===== src/pkg/ssc_pkg.sv =====
package ssc_pkg;
	// timing
	localparam int CLK_MHZ = 25;
	localparam int STOP_TIME_NS = 20000;
	localparam int STOP_CYCLES = (STOP_TIME_NS * CLK_MHZ + 999) / 1000;
	localparam int LOW_DUTY_TICKS = 512;
	localparam int WAKE_DELAY_TICKS = 24;
	localparam int STRAP_SETTLE_CYCLES = 16;

	// register map, byte addresses
	localparam logic [7:0] CTRL_OFFSET = 8'h00;
	localparam logic [7:0] STATUS_OFFSET = 8'h04;
	localparam logic [7:0] CONFIG_OFFSET = 8'h08;
	localparam int CTRL_FORCE_OFF_BIT = 0;
	localparam logic CTRL_FORCE_OFF_RESET = 1'b0;
	localparam int STATUS_STATE_LSB = 0;
	localparam int STATUS_SLEEP_BIT = 4;
	localparam int STATUS_VALID_BIT = 5;
	localparam int STATUS_LOW_BIT = 6;
	localparam int STATUS_GATE_BIT = 7;
	localparam int CONFIG_OFF_LSB = 0;
	localparam int CONFIG_ON_LSB = 8;

	// enable strap codes
	localparam logic [1:0] EN_R100K = 2'h0;
	localparam logic [1:0] EN_R180K = 2'h1;
	localparam logic [1:0] EN_OPEN = 2'h2;
	// program strap codes: short, 100k, 180k, open
	localparam logic [1:0] PG_SHORT = 2'h0;
	localparam logic [1:0] PG_R100K = 2'h1;
	localparam logic [1:0] PG_R180K = 2'h2;
	localparam logic [1:0] PG_OPEN = 2'h3;

	// duty thresholds in percent; sleep levels by enable strap, wake tables indexed by program strap code
	localparam logic [6:0] SLEEP_DUTY_R100K = 7'h28;
	localparam logic [6:0] SLEEP_DUTY_R180K = 7'h19;
	localparam logic [6:0] SLEEP_DUTY_OPEN = 7'h00;
	localparam logic [6:0] WAKE_TAB_R100K [4] = '{7'h50, 7'h4b, 7'h41, 7'h3c};
	localparam logic [6:0] WAKE_TAB_R180K [4] = '{7'h4b, 7'h46, 7'h3c, 7'h37};
	localparam logic [6:0] WAKE_TAB_OPEN [4] = '{7'h50, 7'h4b, 7'h41, 7'h00};

	typedef enum logic [2:0] {
		ST_DOWN, ST_START, ST_RUN, ST_LOW, ST_WAKE
	} ssc_state_t;
endpackage : ssc_pkg


===== src/pkg/ssc_cfg_if.sv =====
`timescale 1ns/1ns
interface ssc_cfg_if;
	logic sample;
	logic clear;
	logic [1:0] enCode;
	logic [1:0] progCode;
	logic valid;
	logic sleepOn;
	logic [6:0] offDuty;
	logic [6:0] onDuty;

	modport loader (
		input sample, clear, enCode, progCode,
		output valid, sleepOn, offDuty, onDuty
	);
	modport user (
		output sample, clear, enCode, progCode,
		input valid, sleepOn, offDuty, onDuty
	);
endinterface : ssc_cfg_if


===== src/hw/ssc_sleep_ctrl.sv =====
`timescale 1ns/1ns
module ssc_sleep_ctrl (
	input wire logic clk_sys, // system clock, 25 MHz
	input wire logic rst, // synchronous reset, high
	input wire logic supplyOk, // supply at turn-on level and in range
	input wire logic [1:0] enStrapCode, // enable strap level code
	input wire logic [1:0] wakeThresholdStrap, // program strap level code
	input wire logic enAboveOn, // enable pin above its on threshold
	input wire logic enBelowOff, // enable pin below its off threshold
	input wire logic [1:0] drainSenseInputs, // each drain above arming level
	input wire logic cycleTick, // one pulse per switching clock cycle
	input wire logic [6:0] dutyPct, // measured conduction duty, percent
	output logic gateAllow, // rectifier gate drive permitted
	output logic lowPower, // low-consumption state
	input wire logic hsel, // ahb slave select
	input wire logic [31:0] haddr, // ahb address
	input wire logic [1:0] htrans, // ahb transfer type
	input wire logic hwrite, // ahb write
	input wire logic [2:0] hsize, // ahb size, word only
	input wire logic [31:0] hwdata, // ahb write data
	input wire logic hready, // ahb bus ready
	output logic [31:0] hrdata, // ahb read data
	output logic hreadyout, // ahb slave ready
	output logic hresp // ahb response
);
	import ssc_pkg::*;

	localparam int STOP_W = $clog2(STOP_CYCLES + 1);
	localparam logic [STOP_W-1:0] STOP_LAST = STOP_W'(STOP_CYCLES);
	localparam logic [8:0] LOW_LAST = 9'(LOW_DUTY_TICKS - 1);
	localparam logic [4:0] WAKE_LAST = 5'(WAKE_DELAY_TICKS - 1);
	localparam logic [4:0] SETTLE_LAST = 5'(STRAP_SETTLE_CYCLES - 1);

	ssc_cfg_if cfg ();

	ssc_state_t state;
	ssc_state_t next_state;
	logic [STOP_W-1:0] stopCnt;
	logic [8:0] lowCnt;
	logic [4:0] wakeCnt;
	logic [4:0] settleCnt;
	logic forceOff;
	logic busWrite;
	logic [7:0] busAddr;

	wire logic stopped;
	wire logic remoteOff;
	wire logic remoteOn;
	wire logic lowDuty;
	wire logic enterSleep;
	wire logic wakeSeen;
	wire logic wakeDone;
	wire logic settleDone;
	wire logic addrPhase;
	wire logic [31:0] readMux;
	wire logic [31:0] statusWord;
	wire logic [31:0] configWord;

	ssc_strap_loader u_loader (
		.clk_sys(clk_sys),
		.rst(rst),
		.cfg(cfg.loader)
	);

	// sample at end of start-up settle
	assign settleDone = (state == ST_START) && (settleCnt == SETTLE_LAST);
	assign cfg.sample = settleDone;
	assign cfg.enCode = enStrapCode;
	assign cfg.progCode = wakeThresholdStrap;
	assign cfg.clear = ~supplyOk;

	assign stopped = (stopCnt == STOP_LAST);
	// software off acts like the pin
	assign remoteOff = enBelowOff | forceOff;
	assign remoteOn = enAboveOn & ~forceOff;
	// low duty counts only with sleep on
	assign lowDuty = cfg.sleepOn && (dutyPct < cfg.offDuty);
	assign enterSleep = (state == ST_RUN) && cycleTick && lowDuty
		&& (lowCnt == LOW_LAST);
	assign wakeSeen = (state == ST_LOW) && remoteOn && !stopped && cycleTick
		&& (dutyPct > cfg.onDuty);
	assign wakeDone = (state == ST_WAKE) && cycleTick && (wakeCnt == WAKE_LAST);

	// remote off and stopped switching win over everything in operation except supply loss
	always_comb begin
		next_state = state;
		unique case (state)
			ST_DOWN: begin
				next_state = ST_START;
			end
			ST_START: begin
				if (settleDone) begin
					next_state = ST_RUN;
				end
			end
			ST_RUN: begin
				if (remoteOff || stopped || enterSleep) begin
					next_state = ST_LOW;
				end
			end
			ST_LOW: begin
				if (wakeSeen) begin
					next_state = ST_WAKE;
				end
			end
			ST_WAKE: begin
				if (remoteOff || stopped) begin
					next_state = ST_LOW;
				end else if (wakeDone) begin
					next_state = ST_RUN;
				end
			end
		endcase
		if (!supplyOk) begin
			next_state = ST_DOWN;
		end
	end

	always_ff @(posedge clk_sys) begin
		if (rst) begin
			state <= ST_DOWN;
			gateAllow <= 1'b0;
			lowPower <= 1'b0;
		end else begin
			state <= next_state;
			gateAllow <= (next_state == ST_RUN);
			lowPower <= (next_state == ST_LOW) || (next_state == ST_WAKE);
		end
	end

	always_ff @(posedge clk_sys) begin
		if (rst || state != ST_START) begin
			settleCnt <= 5'h00;
		end else if (!settleDone) begin
			settleCnt <= settleCnt + 5'h01;
		end
	end

	// idle timer saturates at the limit
	always_ff @(posedge clk_sys) begin
		if (rst || !(&drainSenseInputs)) begin
			stopCnt <= '0;
		end else if (!stopped) begin
			stopCnt <= stopCnt + STOP_W'(1);
		end
	end

	// any good-duty cycle restarts the count
	always_ff @(posedge clk_sys) begin
		if (rst || state != ST_RUN) begin
			lowCnt <= 9'h000;
		end else if (cycleTick) begin
			lowCnt <= lowDuty ? lowCnt + 9'h001 : 9'h000;
		end
	end

	always_ff @(posedge clk_sys) begin
		if (rst || state != ST_WAKE) begin
			wakeCnt <= 5'h00;
		end else if (cycleTick && !wakeDone) begin
			wakeCnt <= wakeCnt + 5'h01;
		end
	end

	// ahb-lite slave, zero wait states, always okay
	assign addrPhase = hsel & htrans[1] & hready;
	assign hreadyout = 1'b1;
	assign hresp = 1'b0;
	assign statusWord = {24'h000000, gateAllow, lowPower, cfg.valid,
		cfg.sleepOn, 1'b0, state};
	assign configWord = {17'h00000, cfg.onDuty, 1'b0, cfg.offDuty};
	// unmapped and sub-word addresses read as zero
	assign readMux = (haddr[7:0] == CTRL_OFFSET) ? {31'h0, forceOff} :
		(haddr[7:0] == STATUS_OFFSET) ? statusWord :
		(haddr[7:0] == CONFIG_OFFSET) ? configWord : 32'h00000000;

	always_ff @(posedge clk_sys) begin
		if (rst) begin
			busWrite <= 1'b0;
			busAddr <= 8'h00;
			hrdata <= 32'h00000000;
		end else begin
			busWrite <= addrPhase & hwrite;
			busAddr <= haddr[7:0];
			// read data sampled at the address phase, so a read right
			// after a write to ctrl still shows the old value
			if (addrPhase && !hwrite) begin
				hrdata <= (haddr[31:8] == 24'h000000) ? readMux : 32'h00000000;
			end
		end
	end

	always_ff @(posedge clk_sys) begin
		if (rst) begin
			forceOff <= CTRL_FORCE_OFF_RESET;
		end else if (busWrite && busAddr == CTRL_OFFSET) begin
			forceOff <= hwdata[CTRL_FORCE_OFF_BIT];
		end
	end
endmodule : ssc_sleep_ctrl


===== src/hw/ssc_strap_loader.sv =====
`timescale 1ns/1ns
module ssc_strap_loader (
	input wire logic clk_sys, // system clock
	input wire logic rst, // synchronous reset, high
	ssc_cfg_if.loader cfg // strap codes in, latched config out
);
	import ssc_pkg::*;

	wire logic takeNow;
	wire logic next_sleepOn;
	wire logic [6:0] next_offDuty;
	wire logic [6:0] next_onDuty;

	assign takeNow = cfg.sample & ~cfg.valid;
	// only a 100k or 180k strap enables sleep
	assign next_sleepOn = (cfg.enCode == EN_R100K) | (cfg.enCode == EN_R180K);
	assign next_offDuty = (cfg.enCode == EN_R100K) ? SLEEP_DUTY_R100K :
		(cfg.enCode == EN_R180K) ? SLEEP_DUTY_R180K : SLEEP_DUTY_OPEN;
	assign next_onDuty = (cfg.enCode == EN_R100K) ? WAKE_TAB_R100K[cfg.progCode] :
		(cfg.enCode == EN_R180K) ? WAKE_TAB_R180K[cfg.progCode] :
		WAKE_TAB_OPEN[cfg.progCode];

	always_ff @(posedge clk_sys) begin
		if (rst || cfg.clear) begin
			cfg.valid <= 1'b0;
			cfg.sleepOn <= 1'b0;
			cfg.offDuty <= 7'h00;
			cfg.onDuty <= 7'h00;
		end else if (takeNow) begin
			cfg.valid <= 1'b1;
			cfg.sleepOn <= next_sleepOn;
			cfg.offDuty <= next_offDuty;
			cfg.onDuty <= next_onDuty;
		end
	end
endmodule : ssc_strap_loader


===== config.mk =====
export PLATFORM = sky130hd
export DESIGN_NAME = ssc_sleep_ctrl
export DESIGN_NICKNAME = d
export VERILOG_FILES = /design/src/pkg/ssc_pkg.sv /design/src/pkg/ssc_cfg_if.sv /design/src/hw/ssc_sleep_ctrl.sv /design/src/hw/ssc_strap_loader.sv
export SDC_FILE = /design/constraint.sdc
export NUM_CORES = 1
export LEC_CHECK = 0
export BUFFER_PORTS_ARGS = -buffer_cell sky130_fd_sc_hd__buf_2
export CAP_MARGIN = 20
export CELL_PAD_IN_SITES_DETAIL_PLACEMENT = 1
export CELL_PAD_IN_SITES_GLOBAL_PLACEMENT = 2
export CORE_UTILIZATION = 31
export CTS_BUF_LIST = sky130_fd_sc_hd__clkbuf_2 sky130_fd_sc_hd__clkbuf_4 sky130_fd_sc_hd__clkbuf_8
export DETAILED_ROUTE_END_ITERATION = 10
export GPL_TIMING_DRIVEN = 1
export HOLD_SLACK_MARGIN = 0.1
export PLACE_DENSITY_LB_ADDON = 0.1
export SETUP_SLACK_MARGIN = 0.4
export SLEW_MARGIN = 20
export SYNTH_ARGS = -nofsm -noshare
export SYNTH_HDL_FRONTEND = slang
export SYNTH_SLANG_ARGS = --single-unit
export TNS_END_PERCENT = 100

===== constraint.sdc =====
create_clock -name clk_sys -period 5.7 [get_ports clk_sys]
set_input_delay 0.855 -clock clk_sys [delete_from_list [all_inputs] [get_ports clk_sys]]
set_output_delay 0.855 -clock clk_sys [all_outputs]
set_load 0.01 [all_outputs]

==> results of run 1 <==
==> final cells by class <==
cell class / instances / share of cell area, %
timing repair buffer: 72 / 8.805
tap: 140 / 4.280
multi-input combinational: 301 / 47.05
clock inverter: 5 / 0.8560
sequential: 69 / 33.75
inverter: 17 / 1.559
clock buffer: 11 / 3.699
==> synthesized netlist by cell type (3+ instances only) <==
| cell type | n |
|---|---|
| sky130_fd_sc_hd__a211oi_1 | 8 |
| sky130_fd_sc_hd__xnor2_1 | 6 |
| sky130_fd_sc_hd__and2_1 | 4 |
| sky130_fd_sc_hd__nor3_1 | 6 |
| sky130_fd_sc_hd__a22oi_1 | 15 |
| sky130_fd_sc_hd__ha_1 | 23 |
| sky130_fd_sc_hd__buf_2 | 3 |
| sky130_fd_sc_hd__and3_1 | 5 |
| sky130_fd_sc_hd__nand2_1 | 20 |
| sky130_fd_sc_hd__nor2b_1 | 17 |
| sky130_fd_sc_hd__xor2_1 | 12 |
| sky130_fd_sc_hd__dfxtp_1 | 69 |
| sky130_fd_sc_hd__a21oi_1 | 20 |
| sky130_fd_sc_hd__o21ai_0 | 6 |
| sky130_fd_sc_hd__nor2_1 | 63 |
| sky130_fd_sc_hd__clkbuf_1 | 9 |
| sky130_fd_sc_hd__nand4_1 | 10 |
| sky130_fd_sc_hd__nand2b_1 | 3 |
| sky130_fd_sc_hd__nor4_1 | 8 |
| sky130_fd_sc_hd__nand3b_1 | 5 |
| sky130_fd_sc_hd__mux2i_1 | 7 |
| sky130_fd_sc_hd__inv_1 | 17 |
| sky130_fd_sc_hd__buf_4 | 21 |
| sky130_fd_sc_hd__nand3_1 | 12 |
==> tightest hold or removal path: cells and delay by family, from the launching register on <==
family,cells,cell delay [ns]
flip-flops,1,0.32
AND/OR/NAND/NOR,1,0.06
AO/OA/AOI/OAI,1,0.05
==> state kept, by name, indices dropped and copies added, names as in the netlist, 3 cells and up <==
signal,flops
wakeCnt,5
lowCnt,9
busAddr,8
hrdata,15
stopCnt,9
settleCnt,5
u_loader.cfg.onDuty,7
u_loader.cfg.offDuty,3
state,3
==> kinds of logic after synthesis <==
| logic type | after synthesis |
|---|---|
| buf+inv | 51 |
| xor+xnor | 18 |
| simple gates | 166 |
| compound gates | 67 |
| flops | 69 |
| fa+ha+maj | 23 |
| mux | 8 |
| other cells | 2 |
==> stage by stage <==
stage,utilization (%),std cells,power (mW)
global placement,35.72,599,0.5682
CTS,37.43,615,0.9528
floorplan,-,421,0.5470
finish,37.43,615,0.9356
detailed placement,35.72,599,0.5697
global route,37.43,615,0.9782
==> worst max path at each step <==
stage                 start                     end  slack, ns  cells past startpoint
3_3_place_gp     dutyPct[6]                lowPower       3.06                      8
5_1_grt        settleCnt[0]  u_loader.cfg.onDuty[2]       3.00                      7
4_1_cts        settleCnt[0]  u_loader.cfg.onDuty[2]       3.27                      7
6_report       settleCnt[0]                lowPower       3.31                      9
2_1_floorplan    dutyPct[6]                lowPower       3.37                      7
3_5_place_dp     dutyPct[6]                lowPower       3.02                      8
==> power by group <==
part	leakage, nW	internal (mW)	switching (mW)
logic	0.997	0.0283	0.0401
clock network	0.0836	0.181	0.198
registers	0.558	0.486	0.00302
==> per-layer routing <==
metal	track usage [%]	part of all wire, %	vias up	wire [µm]
met1	19.33	48	1406	4137
met5	0	0	-	0
met3	2.471	5.0	12	430
met2	25.59	45	80	3914
li1	-	-	1495	-
met4	7.625	1.9	0	168
==> run summary, run 1 <==
## Outcome
* completed — outcome

## Timing
* 0 — count of endpoints failing setup in the final report
* 0.4773 ns — worst-case hold slack
* 0.6825 ns — Worst-Margin Slew
* 0.01086 ns — Clock Skews
* 3.307 ns — post-layout worst setup margin
* 0 ns — final setup TNS
* 417.9 MHz — peak clock frequency supported by timing
* 41.98% — ratio of final minimum period to clock period
* no — unrepaired setup endpoints after global routing
* 2.393 ns — Period minus WS final
* 54.50% — Slew Limit Headroom
* 0 — number of pins exceeding their max-slew limit in the final report
* 0 — final-report hold violation count

## Critical path
* flip-flop — kind of end point of the critical path
* 2.68 ns — Arr. time, crit path
* compound AO/OA/AOI/OAI gates — kind of cell adding the most delay to the critical path
* 5.99 ns — CP required
* ha_1 -> and3_1 -> ha_1 -> nand2_1 -> mux2_2 -> o21ai_1 -> a21oi_1 -> a2111oi_4 -> o221a_1 — worst-path cell chain
* 3.31 ns — Worst R2R Setup Slack
* lowPower — terminus of the critical flop-to-flop path
* 9 — number of cells on the worst reg-to-reg path
* settleCnt[0] — origin of the critical flop-to-flop path
* 0 — Critical path buffers and inverters
* sky130_fd_sc_hd__a2111oi_4 — slowest stage cell on the critical path
* flip-flop — startpoint type of the worst setup path
* sky130_fd_sc_hd__ha_1 — Crit path top cell by count
* 8 — critical-path maximum fanout
* flip-flop to flip-flop — kind of critical path
* 0.42 ns — slowest stage delay, CP

## Global routing
* 0 — residual overflow from global routing
* 15.43% — global routing usage summed across all routing layers
* 0 — number of antenna violations at the first check in global routing
* 2953 — via count of the first global-routing pass
* 13.99 mm — global-route wire length before repair
* 32 — pin count of the biggest net entering global routing

## Synthesis
* sky130_fd_sc_hd__dfxtp_1 — cell type with the largest total area after synthesis
* 39.27% — post-synth top area share
* 8.706 µm² — syn avg cell area
* 2.312% — share of synthesized area spent on multiplexers
* 404 — Synth Instances
* 24.16% — post-synthesis share of cell area spent on and, or, nand and nor gates
* 0 — Post-synth EDFFs
* simple AND/OR/NAND/NOR gates — largest family of logic cells by synthesized area
* 0 — synthesis warning total
* 53 — count of distinct cell types in the synthesized netlist
* 3517 µm² — post-synthesis cell area
* 8.182% — adder-cell share of the synthesized area
* 13.59% — area fraction in compound gates after synthesis
* 39.27% — portion of the post-synthesis area used by sequential elements
* 0% — share of synthesized flip-flops with an asynchronous set or reset
* 69 — number of flip-flops and latches in the synthesized netlist
* sky130_fd_sc_hd__dfxtp_1 (39%), sky130_fd_sc_hd__ha_1 (8.2%), sky130_fd_sc_hd__nor2_1 (6.7%), sky130_fd_sc_hd__buf_4 (4.5%), sky130_fd_sc_hd__a22oi_1 (3.2%) — cells taking the most area after synthesis
* sky130_fd_sc_hd__dfxtp_1 — leading register cell type out of synthesis
* 4.482% — share of the synthesized netlist area taken by xor and xnor gates

## Hold path
* lowCnt[8] — hold endpoint
* lowCnt[8] — startpoint of the tightest hold check path
* 2 — Hold Path Stages
* flip-flop to flip-flop — Hold Crit Class

## Floorplanning
* 108.5 µm — die width
* 32.16% — initial cell density of the core
* 38 — placement row count
* 127 — number of placed I/O pins
* 11780 µm² — area of the die
* 108.5 µm — Chip Height
* 10940 µm² — core footprint

## Place
* 3.024 ns — worst slack at placement
* 3906 µm² — cell area reported after detailed placement
* 0.7679 — final weighted congestion in routability-driven placement
* 72 — buffers added on ports
* 6.622 mm — Detailed Place HPWL

## Route
* 8.651 mm — total wirelength of the detailed-routed design
* 0 — number of remaining DRC errors
* 72 — violation count after the first detailed-route iteration
* 2993 — total number of vias
* 4.867 — detailed-route vias per instance
* 14.07 µm — Routed wire per std cell
* 4 — drt pass-1 iters
* 0 — count of antenna-violating nets left after detailed routing

## Clock tree
* 0 — post-CTS setup repair buffer count
* 69 — number of clock sinks seen by CTS
* sky130_fd_sc_hd__clkbuf_8 — Clock Tree Root
* 0 — CTS Hold Buffers Added
* 0.35 ns — Worst-Skew Late Latency
* yes — CTS tree
* 9 — total clock buffers created by CTS
* 3 — H-tree Lvls
* 0 — number of gates resized after CTS
* 2 — clock buffer depth
* 0.08 ns — clock-pin slew of the registers on the worst-case setup and hold paths

## Final layout
* 1345 — filler instances
* 0 — number of diodes added for antenna fixing
* 4093 µm² — summed area of non-filler cells in the final layout
* 20.21% — fraction of layout cells with a size suffix above 1
* 1926 µm² — combined area of the multi-input logic cells
* sky130_fd_sc_hd__buf_2 — most common library cell in the layout ignoring fill and taps
* sky130_fd_sc_hd__buf_2 (72), sky130_fd_sc_hd__dfxtp_1 (69), sky130_fd_sc_hd__nor2_1 (63), sky130_fd_sc_hd__ha_1 (23) — commonest cells after routing, fill and taps aside
* 16.36% — growth of design area from synthesis to finish
* 584 — post-layout net count
* 1381 µm² — area used by sequential logic in the layout

## Power and ir drop
* 0.1128 mV — Max VDD drop
* 1.639 nW — static leakage power
* 228.6 nW/µm² — power density over the cells

## Flow run
* 0 — Max Cap Viol

(Power assumes the default switching activity.)
==> run 2: changes to the inputs <==
Settings changed: CORE_UTILIZATION 31 to 29.
Clock period 5.7 ns to 2.4 ns, I/O delays scaled along.
==> run 2 against run 1 <==
The run now ends with design-rule violations left. Clock power increased to 2.9 times the previous value. Critical endpoint unchanged. Highest routed layer unchanged. Sequential share of layout area decreased by 1.8 points. Largest cell class unchanged. Flip-flop and latch count unchanged. Largest power group unchanged. Sequential power increased by 140%. Critical path type unchanged.
==> run summary, run 2 (synthesis gave the netlist of run 1 again) <==
## Outcome
* finished with violations — outcome
* design-rule violations — violations in the final reports

## Critical path
* 2.72 ns — CP required, -3.27 ns
* flip-flop to flip-flop — kind of critical path
* 3 — critical-path maximum fanout, -5
* flip-flop — startpoint type of the worst setup path
* 2.38 ns — Arr. time, crit path, -0.30 ns
* flip-flop — kind of end point of the critical path

## Timing
* 0 — number of pins exceeding their max-slew limit in the final report, unchanged
* 0 — count of endpoints failing setup in the final report, unchanged
* 0.009225 ns — Clock Skews, -0.001633 ns
* 0.3391 ns — post-layout worst setup margin, -2.968 ns
* 85.87% — ratio of final minimum period to clock period, +44 points
* yes — unrepaired setup endpoints after global routing
* 0.6068 ns — Worst-Margin Slew, -0.07569 ns
* 0 — final-report hold violation count, unchanged
* 59.55% — Slew Limit Headroom, +5.0 points
* 485.2 MHz — peak clock frequency supported by timing, +16%
* 2.061 ns — Period minus WS final, -0.3319 ns
* 0 ns — final setup TNS, unchanged

## Final layout
* 28.48% — fraction of layout cells with a size suffix above 1, +8.3 points
* 24.12% — growth of design area from synthesis to finish
* sky130_fd_sc_hd__buf_2 — most common library cell in the layout ignoring fill and taps
* 37.59% — Final Core Density, +0.16 points
* 4365 µm² — summed area of non-filler cells in the final layout, +6.7%
* hrdata: 15 flops, lowCnt: 9 flops, stopCnt: 9 flops — Top Registers
* sky130_fd_sc_hd__buf_2 (72), sky130_fd_sc_hd__nor2_1 (61), sky130_fd_sc_hd__dfxtp_1 (59), sky130_fd_sc_hd__nand2_1 (19), sky130_fd_sc_hd__conb_1 (19) — commonest cells after routing, fill and taps aside
* 597 — post-layout net count, +2.2%
* hrdata — register bank with the most flops
* 15 — max FFs per register, unchanged
* 0 — number of diodes added for antenna fixing, unchanged

## Power and ir drop
* 1.742 nW — static leakage power, +6.3%
* 0.2784 mV — Max VDD drop, +150%
* 556.1 nW/µm² — power density over the cells, +140%
* 2.427 mW — overall power after layout, +160%

## Global routing
* 3074 — via count of the first global-routing pass, +4.1%
* 14.86 mm — global-route wire length before repair, +6.2%
* 15.12% — global routing usage summed across all routing layers, -0.31 points
* 32 — pin count of the biggest net entering global routing, unchanged
* 0 — residual overflow from global routing, unchanged
* 0 — number of antenna violations at the first check in global routing, unchanged

## Route
* 0 — count of antenna-violating nets left after detailed routing, unchanged
* 14.19 µm — Routed wire per std cell, +0.86%
* 4.769 — detailed-route vias per instance, -2.0%
* 8.952 mm — total wirelength of the detailed-routed design, +3.5%
* 12 — number of remaining DRC errors, +12
* 3009 — total number of vias, +0.53%
* 94 — violation count after the first detailed-route iteration, +31%
* 7 — drt pass-1 iters, +3

## Clock tree
* 69 — number of clock sinks seen by CTS, unchanged
* 0.08 ns — clock-pin slew of the registers on the worst-case setup and hold paths, about the same
* 2 — clock buffer depth, unchanged
* 3 — H-tree Lvls, unchanged
* 9 — total clock buffers created by CTS, unchanged
* yes — CTS tree
* 0 — CTS Hold Buffers Added, unchanged
* 0.37 ns — Worst-Skew Late Latency, +0.02 ns
* sky130_fd_sc_hd__clkbuf_8 — Clock Tree Root

## Flow run
* 0 — Max Cap Viol, unchanged

## Place
* 0.7460 — final weighted congestion in routability-driven placement, -2.9%
* 6.788 mm — Detailed Place HPWL, +2.5%
* 72 — buffers added on ports, unchanged
* 0.1906 ns — worst slack at placement, -2.834 ns
* 3955 µm² — cell area reported after detailed placement, +1.2%

## Floorplanning
* 30.28% — initial cell density of the core, -1.9 points
* 12570 µm² — area of the die, +6.8%
* 39 — placement row count, +2.6%
* 112.1 µm — Chip Height, +3.3%
* 127 — number of placed I/O pins, unchanged
* 11610 µm² — core footprint, +6.2%
* 112.1 µm — die width, +3.3%

## Hold path
* input port to flip-flop — Hold Crit Class

## run 2: cell types whose count changed in the layout (fill, tap and decap cells not counted), moves of 3 or more
cell	delta
sky130_fd_sc_hd__dfxtp_1	-10
sky130_fd_sc_hd__buf_4	+13
sky130_fd_sc_hd__dfxtp_2	+9
sky130_fd_sc_hd__ha_4	+5
sky130_fd_sc_hd__inv_1	-3
sky130_fd_sc_hd__ha_1	-5
## run 2: power by group
| group | switching (mW) | internal, mW | leakage, nW |
|---|---|---|---|
| clock | 0.466 | 0.626 | 0.109 |
| sequential | 0.00537 | 1.15 | 0.564 |
| combinational | 0.101 | 0.0755 | 1.07 |
## run 2: per-stage QoR
| step | cells | hold WS (ns) |
|---|---|---|
| detailed placement | 608 | 0.4699 |
| global placement | 608 | 0.4561 |
| global route | 631 | 0.1897 |
| CTS | 627 | 0.1728 |
| finish | 631 | 0.1983 |
| floorplan | 421 | 0.4446 |
## run 2: metal layers
layer | global-route usage [%] | vias up | part of all wire, %
met5 | 0 | - | 0
met4 | 6.933 | 0 | 1.9
met3 | 3.834 | 10 | 5.3
met2 | 24.76 | 70 | 45
met1 | 18.69 | 1397 | 48
li1 | - | 1532 | -
## run 2: final cells by class
cell class | count | area, µm²
fill | 1404 | 7248
multi-input combinational | 301 | 2037
clock buffer | 11 | 145.1
inverter | 17 | 66.31
clock inverter | 5 | 83.83
sequential | 69 | 1396
tap | 143 | 178.9
timing repair buffer | 85 | 457.9
## run 2: worst paths after layout
check / from / to / slack (ns) / cells past startpoint
hold reg to reg: lowCnt[8] / lowCnt[8] / 0.48 / 2
setup reg to reg: u_loader.cfg.onDuty[6] / lowPower / 0.34 / 8
hold / removal: supplyOk / gateAllow / 0.20 / 2
setup / recovery: u_loader.cfg.onDuty[6] / lowPower / 0.34 / 8
## run 2: worst max-delay path, stage by stage, from the launching register on
cell,delay [ns]
sky130_fd_sc_hd__dfxtp_4,0.37
sky130_fd_sc_hd__inv_4,0.03
sky130_fd_sc_hd__ha_4,0.26
sky130_fd_sc_hd__nand4_1,0.17
sky130_fd_sc_hd__o211ai_2,0.26
sky130_fd_sc_hd__a211oi_2,0.06
sky130_fd_sc_hd__or2_4,0.24
sky130_fd_sc_hd__a2111oi_4,0.38
sky130_fd_sc_hd__o221a_1,0.23
## run 2: what timing repair did
| action | in CTS | in global routing |
|---|---|---|
| setup buffers | 3 | 4 |
| pin swaps | 7 | 5 |
| endpoints found under the setup margin | 3 | 10 |
| cloned | 0 | 0 |
| resized for setup | 14 | 22 |
